## src/include/rpf_defines.svh

```systemverilog
// Constants for the receive packet filter: register map, field positions,
// reset values and frame layout. Included by the design; the package does not include it.
`ifndef RPF_DEFINES_SVH
`define RPF_DEFINES_SVH

// Register byte offsets on the APB
`define RPF_OFS_CTRL 12'h000
`define RPF_OFS_ADDR_LO 12'h004
`define RPF_OFS_ADDR_HI 12'h008
`define RPF_OFS_WIN_OFS 12'h00c
`define RPF_OFS_MASK_LO 12'h010
`define RPF_OFS_MASK_HI 12'h014
`define RPF_OFS_CSUM 12'h018
`define RPF_OFS_HASH_LO 12'h01c
`define RPF_OFS_HASH_HI 12'h020
`define RPF_OFS_STATUS 12'h024

// Control register fields
`define RPF_BIT_UC 7
`define RPF_BIT_COMB 6
`define RPF_BIT_CRC 5
`define RPF_BIT_PM 4
`define RPF_BIT_WK 3
`define RPF_BIT_HT 2
`define RPF_BIT_MC 1
`define RPF_BIT_BC 0
`define RPF_CTRL_RESET 8'ha1
`define RPF_FILTER_BITS 8'h9f

// Frame layout
`define RPF_DA_LEN 16'h0006
`define RPF_DATA_START 16'h000e
`define RPF_WIN_LEN 17'h00040
`define RPF_SYNC_LEN 3'h6
`define RPF_ADDR_LAST 3'h5
`define RPF_WAKE_LAST 7'h5f
`define RPF_BYTE_ONES 8'hff
`define RPF_POS_MAX 16'hffff

// Destination address hash
`define RPF_CRC_INIT 32'hffffffff
`define RPF_CRC_POLY 32'hedb88320
`define RPF_HASH_MSB 28
`define RPF_HASH_LSB 23

// Stream word layout in the FIFO
`define RPF_FIFO_WIDTH 10
`define RPF_FIFO_DEPTH 8
`define RPF_FW_LAST 9
`define RPF_FW_CRCOK 8

`endif

```

## src/include/rpf_pkg.sv

```systemverilog
// Types shared by the receive packet filter.
// Assumes rpf_defines.svh is on the include path.
package rpf_pkg;
    typedef enum logic [1:0] {
        WK_SEARCH = 2'b00,
        WK_MATCH = 2'b01,
        WK_FOUND = 2'b10
    } rpf_wake_t;
endpackage

```

## src/hdl/rpf_filter.sv

```systemverilog
// Receive packet filter: byte FIFO and the frame accept/discard logic with
// its APB register file.
// Assumes a byte stream on mclk from the receive path and an APB master.
//
// Register access over APB and the register offsets are this design's own decisions.
`timescale 1ns/1ps
`include "rpf_defines.svh"
`default_nettype none

module rpf_fifo #(
    parameter int WIDTH = `RPF_FIFO_WIDTH,
    parameter int DEPTH = `RPF_FIFO_DEPTH
) (
    input wire logic mclk,
    input wire logic rst_b,
    input wire logic inValid,
    output logic inReady,
    input wire logic [WIDTH-1:0] inData,
    output logic outValid,
    input wire logic outReady,
    output logic [WIDTH-1:0] outData
);
    localparam int AW = $clog2(DEPTH);
    logic [WIDTH-1:0] mem [DEPTH];
    logic [AW:0] wrPtr_q;
    logic [AW:0] rdPtr_q;
    wire full = (wrPtr_q[AW] != rdPtr_q[AW]) && (wrPtr_q[AW-1:0] == rdPtr_q[AW-1:0]);
    wire empty = (wrPtr_q == rdPtr_q);
    wire push = inValid && !full;
    wire pop = outReady && !empty;

    assign inReady = !full;
    assign outValid = !empty;
    assign outData = mem[rdPtr_q[AW-1:0]];

    always_ff @(posedge mclk) begin
        if (push) begin
            mem[wrPtr_q[AW-1:0]] <= inData;
        end
    end

    always_ff @(posedge mclk or negedge rst_b) begin
        if (!rst_b) begin
            wrPtr_q <= '0;
            rdPtr_q <= '0;
        end else begin
            if (push) begin
                wrPtr_q <= wrPtr_q + 1'b1;
            end
            if (pop) begin
                rdPtr_q <= rdPtr_q + 1'b1;
            end
        end
    end
endmodule

module rpf_filter (
    input wire logic mclk,
    input wire logic rst_b,
    input wire logic psel,
    input wire logic penable,
    input wire logic pwrite,
    input wire logic [11:0] paddr,
    input wire logic [31:0] pwdata,
    output logic [31:0] prdata,
    output logic pready,
    output logic pslverr,
    input wire logic rxValid,
    output logic rxReady,
    input wire logic [7:0] rxData,
    input wire logic rxLast,
    input wire logic rxCrcOk,
    output logic resultValid,
    input wire logic resultReady,
    output logic resultAccept,
    output logic [7:0] resultFlags
);
    // Byte idx of a 48-bit address, byte 0 being the first on the wire
    function automatic logic [7:0] addrByte(input logic [47:0] addr, input logic [2:0] idx);
        addrByte = addr[idx*8 +: 8];
    endfunction

    // Reflected CRC-32 over one byte
    function automatic logic [31:0] crcByte(input logic [31:0] crc, input logic [7:0] data);
        logic [31:0] c;
        c = crc;
        for (int i = 0; i < 8; i++) begin
            c = (c[0] ^ data[i]) ? ((c >> 1) ^ `RPF_CRC_POLY) : (c >> 1);
        end
        crcByte = c;
    endfunction

    // Ones' complement add with end-around carry
    function automatic logic [15:0] csumAdd(input logic [15:0] a, input logic [15:0] b);
        logic [16:0] s;
        s = {1'b0, a} + {1'b0, b};
        csumAdd = s[15:0] + {15'h0000, s[16]};
    endfunction

    // Registers
    logic [7:0] ctrl_q;
    logic [47:0] addr_q;
    logic [15:0] winOfs_q;
    logic [63:0] mask_q;
    logic [15:0] csExp_q;
    logic [63:0] hash_q;
    logic [31:0] prdata_q;
    logic pslverr_q;

    // APB decode
    wire setup = psel && !penable;
    wire wrEn = psel && penable && pwrite;
    wire hitCtrl = (paddr == `RPF_OFS_CTRL);
    wire hitAddrLo = (paddr == `RPF_OFS_ADDR_LO);
    wire hitAddrHi = (paddr == `RPF_OFS_ADDR_HI);
    wire hitWinOfs = (paddr == `RPF_OFS_WIN_OFS);
    wire hitMaskLo = (paddr == `RPF_OFS_MASK_LO);
    wire hitMaskHi = (paddr == `RPF_OFS_MASK_HI);
    wire hitCsum = (paddr == `RPF_OFS_CSUM);
    wire hitHashLo = (paddr == `RPF_OFS_HASH_LO);
    wire hitHashHi = (paddr == `RPF_OFS_HASH_HI);
    wire hitStatus = (paddr == `RPF_OFS_STATUS);
    wire hitAny = hitCtrl || hitAddrLo || hitAddrHi || hitWinOfs || hitMaskLo || hitMaskHi
        || hitCsum || hitHashLo || hitHashHi || hitStatus;
    wire [31:0] rdMux =
        hitCtrl ? {24'h000000, ctrl_q} :
        hitAddrLo ? addr_q[31:0] :
        hitAddrHi ? {16'h0000, addr_q[47:32]} :
        hitWinOfs ? {16'h0000, winOfs_q} :
        hitMaskLo ? mask_q[31:0] :
        hitMaskHi ? mask_q[63:32] :
        hitCsum ? {16'h0000, csExp_q} :
        hitHashLo ? hash_q[31:0] :
        hitHashHi ? hash_q[63:32] :
        hitStatus ? {23'h000000, resultValid, resultFlags} :
        32'h00000000;

    assign pready = psel && penable;
    assign prdata = prdata_q;
    assign pslverr = pslverr_q;

    always_ff @(posedge mclk or negedge rst_b) begin
        if (!rst_b) begin
            prdata_q <= 32'h00000000;
            pslverr_q <= 1'b0;
        end else if (setup) begin
            prdata_q <= pwrite ? 32'h00000000 : rdMux;
            pslverr_q <= !hitAny;
        end
    end

    always_ff @(posedge mclk or negedge rst_b) begin
        if (!rst_b) begin
            ctrl_q <= `RPF_CTRL_RESET;
            addr_q <= '0;
            winOfs_q <= '0;
            mask_q <= '0;
            csExp_q <= '0;
            hash_q <= '0;
        end else if (wrEn) begin
            if (hitCtrl) ctrl_q <= pwdata[7:0];
            if (hitAddrLo) addr_q[31:0] <= pwdata;
            if (hitAddrHi) addr_q[47:32] <= pwdata[15:0];
            if (hitWinOfs) winOfs_q <= pwdata[15:0];
            if (hitMaskLo) mask_q[31:0] <= pwdata;
            if (hitMaskHi) mask_q[63:32] <= pwdata;
            if (hitCsum) csExp_q <= pwdata[15:0];
            if (hitHashLo) hash_q[31:0] <= pwdata;
            if (hitHashHi) hash_q[63:32] <= pwdata;
        end
    end

    // Byte buffer between the receive path and the filter
    logic fifoValid;
    logic [`RPF_FIFO_WIDTH-1:0] fifoData;
    logic finish_q;
    logic resultValid_q;
    wire fifoReady = !finish_q && !resultValid_q;
    wire take = fifoValid && fifoReady;

    rpf_fifo #(
        .WIDTH(`RPF_FIFO_WIDTH),
        .DEPTH(`RPF_FIFO_DEPTH)
    ) u_fifo (
        .mclk(mclk),
        .rst_b(rst_b),
        .inValid(rxValid),
        .inReady(rxReady),
        .inData({rxLast, rxCrcOk, rxData}),
        .outValid(fifoValid),
        .outReady(fifoReady),
        .outData(fifoData)
    );

    wire [7:0] rxByte = fifoData[7:0];
    wire byteLast = fifoData[`RPF_FW_LAST];
    wire isOnes = (rxByte == `RPF_BYTE_ONES);

    // Frame position; after the last byte it holds the frame length
    logic [15:0] pos_q;
    logic crcOk_q;
    wire inDa = (pos_q < `RPF_DA_LEN);
    wire daFull = (pos_q >= `RPF_DA_LEN);

    always_ff @(posedge mclk or negedge rst_b) begin
        if (!rst_b) begin
            pos_q <= '0;
            finish_q <= 1'b0;
            crcOk_q <= 1'b0;
        end else begin
            finish_q <= take && byteLast;
            if (finish_q) begin
                pos_q <= '0;
            end else if (take && pos_q != `RPF_POS_MAX) begin
                pos_q <= pos_q + 16'h0001;
            end
            if (take && byteLast) begin
                crcOk_q <= fifoData[`RPF_FW_CRCOK];
            end
        end
    end

    // Destination address checks and hash CRC
    logic ucMiss_q;
    logic bcMiss_q;
    logic mcHit_q;
    logic [31:0] crc_q;
    wire daMismatch = (rxByte != addrByte(addr_q, pos_q[2:0]));

    always_ff @(posedge mclk or negedge rst_b) begin
        if (!rst_b) begin
            ucMiss_q <= 1'b0;
            bcMiss_q <= 1'b0;
            mcHit_q <= 1'b0;
            crc_q <= `RPF_CRC_INIT;
        end else if (finish_q) begin
            ucMiss_q <= 1'b0;
            bcMiss_q <= 1'b0;
            mcHit_q <= 1'b0;
            crc_q <= `RPF_CRC_INIT;
        end else if (take && inDa) begin
            ucMiss_q <= ucMiss_q || daMismatch;
            bcMiss_q <= bcMiss_q || !isOnes;
            crc_q <= crcByte(crc_q, rxByte);
            if (pos_q == 16'h0000) begin
                mcHit_q <= rxByte[0];
            end
        end
    end

    // Pattern window checksum
    logic [15:0] sum_q;
    logic [7:0] hiByte_q;
    logic hiPend_q;
    wire [16:0] winEnd = {1'b0, winOfs_q} + `RPF_WIN_LEN;
    wire inWin = (pos_q >= winOfs_q) && ({1'b0, pos_q} < winEnd);
    wire [15:0] winIdx = pos_q - winOfs_q;
    wire winSel = inWin && mask_q[winIdx[5:0]];

    always_ff @(posedge mclk or negedge rst_b) begin
        if (!rst_b) begin
            sum_q <= '0;
            hiByte_q <= '0;
            hiPend_q <= 1'b0;
        end else if (finish_q) begin
            sum_q <= '0;
            hiPend_q <= 1'b0;
        end else if (take && winSel) begin
            // Only selected bytes advance the pairing
            if (hiPend_q) begin
                sum_q <= csumAdd(sum_q, {hiByte_q, rxByte});
                hiPend_q <= 1'b0;
            end else begin
                hiByte_q <= rxByte;
                hiPend_q <= 1'b1;
            end
        end
    end

    // Odd byte left over is padded with a zero low byte
    wire [15:0] sumFinal = hiPend_q ? csumAdd(sum_q, {hiByte_q, 8'h00}) : sum_q;
    wire [15:0] csumCalc = ~sumFinal;
    wire winFits = (winEnd <= {1'b0, pos_q});
    wire pmPass = winFits && (csumCalc == csExp_q);

    // Wake frame search in the data field
    rpf_pkg::rpf_wake_t wkState_q;
    logic [2:0] syncCnt_q;
    logic [2:0] addrIdx_q;
    logic [6:0] wkCnt_q;
    wire wkActive = take && (pos_q >= `RPF_DATA_START);
    wire wkExpHit = (rxByte == addrByte(addr_q, addrIdx_q));
    wire wkFirstHit = (rxByte == addrByte(addr_q, 3'h0));

    always_ff @(posedge mclk or negedge rst_b) begin
        if (!rst_b) begin
            wkState_q <= rpf_pkg::WK_SEARCH;
            syncCnt_q <= '0;
            addrIdx_q <= '0;
            wkCnt_q <= '0;
        end else if (finish_q) begin
            wkState_q <= rpf_pkg::WK_SEARCH;
            syncCnt_q <= '0;
            addrIdx_q <= '0;
            wkCnt_q <= '0;
        end else if (wkActive) begin
            case (wkState_q)
                rpf_pkg::WK_SEARCH: begin
                    if (isOnes) begin
                        if (syncCnt_q != `RPF_SYNC_LEN) syncCnt_q <= syncCnt_q + 3'h1;
                    end else if (syncCnt_q == `RPF_SYNC_LEN && wkFirstHit) begin
                        wkState_q <= rpf_pkg::WK_MATCH;
                        wkCnt_q <= 7'h01;
                        addrIdx_q <= 3'h1;
                    end else begin
                        syncCnt_q <= '0;
                    end
                end
                rpf_pkg::WK_MATCH: begin
                    if (!wkExpHit) begin
                        wkState_q <= rpf_pkg::WK_SEARCH;
                        syncCnt_q <= isOnes ? 3'h1 : 3'h0;
                    end else if (wkCnt_q == `RPF_WAKE_LAST) begin
                        wkState_q <= rpf_pkg::WK_FOUND;
                    end else begin
                        wkCnt_q <= wkCnt_q + 7'h01;
                        addrIdx_q <= (addrIdx_q == `RPF_ADDR_LAST) ? 3'h0 : addrIdx_q + 3'h1;
                    end
                end
                rpf_pkg::WK_FOUND: begin
                    wkState_q <= rpf_pkg::WK_FOUND;
                end
                default: begin
                    wkState_q <= rpf_pkg::WK_SEARCH;
                end
            endcase
        end
    end

    // Filter results and combination
    wire ucPass = daFull && !ucMiss_q;
    wire bcPass = daFull && !bcMiss_q;
    wire mcPass = mcHit_q;
    wire [5:0] hashIdx = crc_q[`RPF_HASH_MSB:`RPF_HASH_LSB];
    wire htPass = daFull && hash_q[hashIdx];
    wire wkPass = ucPass && (wkState_q == rpf_pkg::WK_FOUND);
    wire [7:0] passVec = {ucPass, 2'b00, pmPass, wkPass, htPass, mcPass, bcPass};
    wire [7:0] filtEn = ctrl_q & `RPF_FILTER_BITS;
    wire anyEn = |filtEn;
    wire andOk = &(~filtEn | passVec);
    wire orOk = |(filtEn & passVec);
    wire combOk = !anyEn || (ctrl_q[`RPF_BIT_COMB] ? andOk : orOk);
    wire crcFail = ctrl_q[`RPF_BIT_CRC] && !crcOk_q;
    wire acceptNow = combOk && !crcFail;

    logic resultAccept_q;
    logic [7:0] resultFlags_q;
    assign resultValid = resultValid_q;
    assign resultAccept = resultAccept_q;
    assign resultFlags = resultFlags_q;

    always_ff @(posedge mclk or negedge rst_b) begin
        if (!rst_b) begin
            resultValid_q <= 1'b0;
            resultAccept_q <= 1'b0;
            resultFlags_q <= '0;
        end else if (finish_q) begin
            resultValid_q <= 1'b1;
            resultAccept_q <= acceptNow;
            resultFlags_q <= {passVec[7], crcOk_q, 1'b0, passVec[4:0]};
        end else if (resultReady) begin
            resultValid_q <= 1'b0;
        end
    end
endmodule

`default_nettype wire

```

## config.mk

```make
export PLATFORM = sky130hd
export DESIGN_NAME = rpf_filter
export DESIGN_NICKNAME = d
export VERILOG_FILES = /design/src/include/rpf_pkg.sv /design/src/hdl/rpf_filter.sv
export VERILOG_INCLUDE_DIRS = /design/src /design/src/include
export SDC_FILE = /design/constraint.sdc
export NUM_CORES = 1
export LEC_CHECK = 0
export BUFFER_PORTS_ARGS = -buffer_cell sky130_fd_sc_hd__buf_2
export CAP_MARGIN = 20
export CELL_PAD_IN_SITES_DETAIL_PLACEMENT = 0
export CELL_PAD_IN_SITES_GLOBAL_PLACEMENT = 1
export CORE_UTILIZATION = 47
export CTS_BUF_LIST = sky130_fd_sc_hd__clkbuf_8
export DETAILED_ROUTE_END_ITERATION = 8
export PLACE_DENSITY = 0.78
export SYNTH_ARGS = -nofsm -noshare
export SYNTH_HDL_FRONTEND = slang
export SYNTH_SLANG_ARGS = --single-unit
```

## constraint.sdc

```tcl
create_clock -name mclk -period 4.3 [get_ports mclk]
set_clock_uncertainty 0.1 [all_clocks]
set_input_delay 0.215 -clock mclk [delete_from_list [all_inputs] [get_ports mclk]]
set_output_delay 0.215 -clock mclk [all_outputs]
set_load 0.02 [all_outputs]
```

==> results of run 1 <==
-- state kept, by name, indices dropped and copies added, names as in the netlist, 4 cells and up --
register,count
u_fifo.mem,80
hash_q,64
mask_q,64
addr_q,48
crc_q,32
prdata,32
csExp_q,16
pos_q,16
sum_q,16
winOfs_q,16
ctrl_q,8
hiByte_q,8
resultFlags,7
wkCnt_q,7
u_fifo.rdPtr_q,4
u_fifo.wrPtr_q,4
-- cells by family (layout without fill, tap and decap cells) --
family / after synthesis / after routing / synth area share [%]
AO/OA/AOI/OAI: 394 / 394 / 10.6
other: 1 / 2 / 0.0154
AND/OR/NAND/NOR: 471 / 471 / 9.47
flip-flops: 439 / 439 / 47.0
buffers and inverters: 175 / 504 / 2.91
XOR/XNOR: 189 / 189 / 6.87
multiplexers: 361 / 361 / 19.7
adder cells (fa/ha/maj): 64 / 64 / 3.39
-- through the flow --
stage / setup slack (ns) / util [%] / total power, W
3_5_place_dp: -0.378 / 51.7 / 0.0155
3_3_place_gp: -0.207 / 51.7 / 0.0153
5_1_grt: -0.207 / 56.6 / 0.0213
6_report: -0.0251 / 56.6 / 0.0201
2_1_floorplan: -0.0151 / - / 0.0127
4_1_cts: -0.0919 / 56.2 / 0.0197
-- metal layers --
layer	vias up	GRT usage [%]	share of wire [%]
met5	-	0	0.017
met2	828	44.1	45
met1	9514	42.0	43
met3	137	5.32	8.2
li1	8314	-	-
met4	2	9.92	3.0
-- cell type report --
type	instances	area (um^2)
fillers	4232	21900
multi-input cells	1480	12500
repair buffers	290	2120
diodes	1	2.50
clock inverters	52	268
inverters	71	267
clock buffers	91	1250
well taps	672	841
flip-flops and latches	439	11400
-- cell usage in the layout, fill, tap and decap left out, types with 14 or more instances in the layout --
master / netlist / layout
sky130_fd_sc_hd__o21ai_0: 71 / 66
sky130_fd_sc_hd__nand2_1: 129 / 128
sky130_fd_sc_hd__a22oi_1: 73 / 73
sky130_fd_sc_hd__buf_4: 3 / 125
sky130_fd_sc_hd__nor2_1: 114 / 112
sky130_fd_sc_hd__clkbuf_8: 0 / 91
sky130_fd_sc_hd__mux2_2: 249 / 248
sky130_fd_sc_hd__edfxtp_1: 80 / 80
sky130_fd_sc_hd__xor2_1: 62 / 62
sky130_fd_sc_hd__dlygate4sd3_1: 0 / 50
sky130_fd_sc_hd__inv_1: 69 / 98
sky130_fd_sc_hd__nand3_1: 43 / 40
sky130_fd_sc_hd__nor3_1: 53 / 48
sky130_fd_sc_hd__nor4_1: 17 / 14
sky130_fd_sc_hd__dfrtp_1: 324 / 322
sky130_fd_sc_hd__dfstp_2: 35 / 35
sky130_fd_sc_hd__mux2i_1: 43 / 41
sky130_fd_sc_hd__buf_2: 10 / 103
sky130_fd_sc_hd__a21oi_1: 113 / 111
sky130_fd_sc_hd__a31oi_1: 15 / 15
sky130_fd_sc_hd__ha_1: 61 / 54
sky130_fd_sc_hd__o211ai_1: 14 / 14
sky130_fd_sc_hd__mux4_2: 63 / 66
sky130_fd_sc_hd__xnor2_1: 125 / 124
sky130_fd_sc_hd__nor2b_1: 16 / 14
sky130_fd_sc_hd__nand4_1: 31 / 31
-- power groups by stage --
stage	Clock, W	Sequential, W	Combinational [W]
6_report	0.00382	0.00568	0.0106
5_1_grt	0.00408	0.00574	0.0115
4_1_cts	0.00388	0.00565	0.0102
3_5_place_dp	0	0.00574	0.00976
3_3_place_gp	0	0.00572	0.00961
2_1_floorplan	0	0.00535	0.00738
-- cells in the mapped netlist (all sizes together) (5+ instances only) --
library cell  count
a211oi           15
a21o             13
a21oi           113
a221oi           13
a222oi            9
a22oi            73
a31oi            15
and2              7
and3             10
buf              36
clkbuf           68
dfrtp           324
dfstp            35
edfxtp           80
ha               61
inv              69
mux2            249
mux2i            46
mux4             66
nand2           129
nand2b            7
nand3            43
nand4            31
nand4b            7
nor2            114
nor2b            16
nor3             54
nor3b             6
nor4             17
nor4b             5
o211ai           14
o21a              7
o21ai            71
o22ai            12
o31ai             5
or4               6
xnor2           127
xor2             62
-- critical path, stage by stage (launching register included) --
cell	delay (ns)
sky130_fd_sc_hd__dfrtp_2	0.42
sky130_fd_sc_hd__buf_4	0.14
sky130_fd_sc_hd__buf_4	0.12
sky130_fd_sc_hd__mux4_2	0.51
sky130_fd_sc_hd__mux2_4	0.32
sky130_fd_sc_hd__ha_4	0.31
sky130_fd_sc_hd__a211oi_4	0.07
sky130_fd_sc_hd__o21ai_2	0.19
sky130_fd_sc_hd__a311o_1	0.23
sky130_fd_sc_hd__a21oi_2	0.07
sky130_fd_sc_hd__o21ai_1	0.14
sky130_fd_sc_hd__a21o_1	0.18
sky130_fd_sc_hd__ha_4	0.15
sky130_fd_sc_hd__and3_4	0.20
sky130_fd_sc_hd__nand3_4	0.09
sky130_fd_sc_hd__nor3_4	0.25
sky130_fd_sc_hd__nand4_1	0.20
sky130_fd_sc_hd__nor3_2	0.23
sky130_fd_sc_hd__xnor2_1	0.08
sky130_fd_sc_hd__o21a_1	0.16
-- timing repair --
item / in CTS / in global routing
endpoints found under the setup margin: 12 / 16
gates cloned: 0 / 0
resized for setup: 24 / 28
hold buffers: 50 / 0
pin swaps: 15 / 18
hold endpoints to repair: 414 / 0
setup buffers: 14 / 11
-- worst min-delay path by stage --
| stage | to | slack [ns] |
|---|---|---|
| floorplan | addrIdx_q[0] | -0.18 |
| global placement | pslverr | 0.26 |
| detailed placement | hash_q[46] | 0.27 |
| CTS | pslverr | 0.1 |
| global route | resultValid | 0.18 |
| finish | pslverr | 0.10 |
==> results.cfg, run 1 <==
[synthesis]
post_synth_instance_area_mm2 = 0.0243
synth_top_area_share_pct = 33.4
synth-edff-count = 80
yosys_warnings = 0
post_synth_inst_count = 2094
synth_sequential_area_ratio_pct = 47.0
synthesis_stage_register_bit_count = 439
synth_top_area_cell = sky130_fd_sc_hd__dfrtp_1
yosysUniqueCellTypes = 79
asyncSetResetFlopFracSynth_pct = 81.8
syn-num-nets = 2219
postSynthAreaPerCell_um2 = 11.6
synth_area_leaders = sky130_fd_sc_hd__dfrtp_1, sky130_fd_sc_hd__mux2_2, sky130_fd_sc_hd__edfxtp_1
postSynth.topFlopCell = sky130_fd_sc_hd__dfrtp_1

[drt]
first_pass_drt_iterations = 6
drt-wirelength-per-cell_um = 24.6
antenna_viol_nets_final = 0
drt_drc_violations_left = 0
route.final.wire_length_um = 76200
via_count = 18800
via_per_instance_ratio = 6.07
drt-initial-drc-count = 2054

[critical_path]
endpoint_kind = flop
setup.reg_to_reg.worst_slack_ns = -0.03
timing.critical_path.from_type = flop
path_max_fanout = 4
start_of_the_worst_register_to_register_path = u_fifo.rdPtr_q[0]
timing.reg2reg.worst_path_depth = 19
crit_start = u_fifo.rdPtr_q[0]
critPathCapture = sum_q[15]
timing.setup.critical_path_class = flop to flop
worst-endpoint-arrival_ns = 4.75
worstReg2RegEnd = sum_q[15]
cp_data_required_time_ns = 4.73

[sta]
fin_crit_sh_pct = 101
setup_tns_ns = -0.0491
achievable-frequency_mhz = 231
max-slew-margin-rel_pct = 35.3
slew_viol_final = 0
rsz0062_at_grt = true
tightest_slew_ns = 0.971
final-setup-viol-count = 3
holdWs_ns = 0.102
finalCriticalPeriod_ns = 4.33
report.final.hold_viol_count = 0
postLayoutSetupSlackWorst_ns = -0.0251

[run_status]
violated_checks = setup timing
status = finished with violations

[global_routing]
first_global_vias = 18600
global_route.overflow_total = 0
grt.total_usage_pct = 29.1
wire_length_of_the_first_global_routing_pass_um = 116000
antenna_found_initial = 2
grt_max_degree = 117

[cts]
root_buffer = sky130_fd_sc_hd__clkbuf_8
cts.sinks = 439
clkLatencyLatePin_ns = 0.68
numCtsBuffers = 80
cts.reportedPaths.clkPinSlew_ns = 0.05
htree_levels = 3
clock_tree.buffer_depth = 3
cts_tree = done

[power]
powerDensity_mw_per_mm2 = 700
power_frac_seq_pct = 28.3
power_frac_clock_pct = 19.0
cellInternalPower_w = 0.0117
switching_power_total_w = 0.00836
vdd.ir_drop.worst_mv = 0.768
netSwitchingFraction_pct = 41.7
combPwrFrac_pct = 52.6
p_leak_nw = 12.8

[run]
max_cap_violations = 0

[die]
start_util_pct = 48.0
die_w_um = 229
floorplan.die_area_mm2 = 0.0526
floorplan.die.height_um = 229
fp-row-count = 82
ioPinCount = 106
core_mm2 = 0.0506

[hold_path]
hp-class = primary input to asynchronous set/reset pin

[cells_and_area]
area_delta_synth_final_pct = 17.9
final_cell_count_no_fill = 3096
drive_above_1_share_pct = 31.2
fin_area_mm2 = 0.0286
finish.net_count = 2487

[placement]
placedCellCount = 2876
detailedPlacementHpwl_um = 55100
place_area_mm2 = 0.0261
numPortBuffers = 104
finalWeightedCongestion = 0.955
Note: power is estimated with default switching activity, not from simulation.
==> inputs of run 2 (changes only) <==
--- a/config.mk
+++ b/config.mk
@@ -13,6 +13,7 @@
 export CORE_UTILIZATION = 47
 export CTS_BUF_LIST = sky130_fd_sc_hd__clkbuf_8
 export DETAILED_ROUTE_END_ITERATION = 8
+export GPL_TIMING_DRIVEN = 0
 export PLACE_DENSITY = 0.78
 export SYNTH_ARGS = -nofsm -noshare
 export SYNTH_HDL_FRONTEND = slang
==> results.cfg, run 2 (synthesized netlist as in run 1, its figures left out) <==
[die]
floorplan.die.height_um = 229
fp-row-count = 82
ioPinCount = 106
core_mm2 = 0.0506
start_util_pct = 48.0
floorplan.die_area_mm2 = 0.0526
die_w_um = 229

[drt]
met2WireLength_um = 35000
drt_drc_violations_left = 0
route.final.wire_length_um = 79400
via_per_instance_ratio = 6.16
wl_met1_um = 34800
highest-signal-layer = met4
drt-initial-drc-count = 1944
route.met3.wl_um = 6670
antenna_viol_nets_final = 0
via_count = 19200
drt-wirelength-per-cell_um = 25.5
first_pass_drt_iterations = 7

[cts]
htree_levels = 3
clkLatencyLatePin_ns = 0.70
numCtsBuffers = 79
cts.sinks = 439
clock_tree.buffer_depth = 3
cts.reportedPaths.clkPinSlew_ns = 0.06
cts_tree = done
root_buffer = sky130_fd_sc_hd__clkbuf_8

[sta]
setup_tns_ns = -1.37
final-setup-viol-count = 12
achievable-frequency_mhz = 219
rsz0062_at_grt = true
max-slew-margin-rel_pct = 18.1
tightest_slew_ns = 1.22
finalCriticalPeriod_ns = 4.56
holdWs_ns = -0.0117
postLayoutSetupSlackWorst_ns = -0.258
report.final.hold_viol_count = 2
fin_crit_sh_pct = 106
slew_viol_final = 0

[run_status]
violated_checks = hold timing, setup timing
status = finished with violations

[global_routing]
first_global_vias = 19100
global_route.overflow_total = 0
grt.total_usage_pct = 30.3
antenna_found_initial = 2
wire_length_of_the_first_global_routing_pass_um = 119000
grt_max_degree = 118

[critical_path]
timing.reg2reg.worst_path_depth = 21
setup.reg_to_reg.worst_slack_ns = -0.26
timing.setup.critical_path_class = flop to flop
cp_data_required_time_ns = 4.76
worstReg2RegEnd = sum_q[14]
start_of_the_worst_register_to_register_path = u_fifo.rdPtr_q[0]
worst-endpoint-arrival_ns = 5.02
timing.critical_path.from_type = flop
path_max_fanout = 6
endpoint_kind = flop

[power]
cellInternalPower_w = 0.0118
switching_power_total_w = 0.00855
p_leak_nw = 12.6
netSwitchingFraction_pct = 42.1
post-layout-total-power_w = 0.0203
vdd.ir_drop.worst_mv = 1.38
combPwrFrac_pct = 52.8
powerDensity_mw_per_mm2 = 707
power_frac_clock_pct = 20.1
power_frac_seq_pct = 27.1

[cells_and_area]
final_cell_count_no_fill = 3116
fillers = 4266
drive_above_1_share_pct = 29.1
mostFrequentLayoutCell = sky130_fd_sc_hd__dfrtp_1
largest_reg_flops = 80
area_delta_synth_final_pct = 18.3
most-common-layout-cells = sky130_fd_sc_hd__dfrtp_1, sky130_fd_sc_hd__mux2_2, sky130_fd_sc_hd__nand2_1
finish.net_count = 2505
multi_input_comb_area_mm2 = 0.0125
seqCellArea_mm2 = 0.0114
fin_area_mm2 = 0.0287

[hold_path]
hp-class = primary input to asynchronous set/reset pin

[placement]
place_area_mm2 = 0.0258
finalWeightedCongestion = 0.978
placedCellCount = 2876
detailedPlacementHpwl_um = 57200
numPortBuffers = 102

[run]
max_cap_violations = 0
==> run 2: cell count changes in the layout (fill, tap and decap cells not counted), sizes merged <==
cell	change
clkinv	+5
buf	-48
dlygate4sd3	+1
inv	-13
clkbuf	+74
bufinv	+1
==> run 2: power by group through the flow <==
stage	clock (W)	combinational, W	sequential (W)
final	0.00409	0.0107	0.00551
after global routing	0.00432	0.0116	0.00555
after CTS	0.00414	0.0104	0.00549
after detailed placement	0	0.00957	0.00555
after global placement	0	0.00944	0.00553
after floorplan	0	0.00738	0.00535
==> run 2: timing repair <==
action,4_1_cts,5_1_grt
setup endpoints to repair,27,27
hold endpoints to repair,421,0
cloned,0,1
hold buffers,51,0
gates resized for setup,62,20
pin swaps,21,15
setup buffers,28,15
==> run 2: area by class of cell <==
| type | instances | area share [%] |
|---|---|---|
| Antenna cell | 1 | 0.00870 |
| Buffer | 99 | 1.61 |
| Clock buffer | 99 | 4.74 |
| Clock inverter | 45 | 1.01 |
| Inverter | 71 | 0.953 |
| Multi-Input combinational cell | 1480 | 43.5 |
| Sequential cell | 439 | 39.8 |
| Tap cell | 672 | 2.92 |
| Timing Repair Buffer | 210 | 5.46 |
==> run 2: how the worst max path moves through the flow <==
stage | startpoint | to | cells past startpoint
2_1_floorplan | u_fifo.rdPtr_q[0] | sum_q[14] | 20
3_3_place_gp | rst_b | u_fifo.wrPtr_q[0] | 1
3_5_place_dp | pos_q[0] | sum_q[8] | 18
4_1_cts | u_fifo.rdPtr_q[0] | sum_q[14] | 21
5_1_grt | u_fifo.rdPtr_q[0] | sum_q[14] | 21
6_report | u_fifo.rdPtr_q[0] | sum_q[14] | 21
==> run 2: metal layers <==
metal	track usage [%]	up-vias
li1	-	8342
met1	43.5	9787
met2	44.8	881
met3	6.44	192
met4	11.5	0
met5	0	-
==> run 2: worst max-delay path: stages (launching register included) <==
cell                       delay, ns
sky130_fd_sc_hd__dfrtp_1        0.38
sky130_fd_sc_hd__buf_6          0.18
sky130_fd_sc_hd__mux4_2         0.57
sky130_fd_sc_hd__mux2i_4        0.23
sky130_fd_sc_hd__inv_2          0.08
sky130_fd_sc_hd__ha_4           0.17
sky130_fd_sc_hd__fa_2           0.42
sky130_fd_sc_hd__a211oi_4       0.25
sky130_fd_sc_hd__o21ai_2        0.11
sky130_fd_sc_hd__a311o_1        0.32
sky130_fd_sc_hd__a21oi_2        0.15
sky130_fd_sc_hd__o21ai_1        0.08
sky130_fd_sc_hd__a21o_1         0.22
sky130_fd_sc_hd__ha_4           0.19
sky130_fd_sc_hd__ha_4           0.16
sky130_fd_sc_hd__nand2_4        0.06
sky130_fd_sc_hd__nor4_4         0.06
sky130_fd_sc_hd__nand3_2        0.12
sky130_fd_sc_hd__nor2_2         0.05
sky130_fd_sc_hd__buf_4          0.14
sky130_fd_sc_hd__and3_4         0.16
sky130_fd_sc_hd__o31a_1         0.22
==> run 2: per-stage QoR <==
| stage | worst slack [ns] | util [%] |
|---|---|---|
| global route | -0.415 | 56.8 |
| floorplan | -0.0151 | - |
| global placement | -4.01 | 50.8 |
| CTS | -0.265 | 56.3 |
| detailed placement | -2.11 | 51.1 |
| finish | -0.258 | 56.8 |
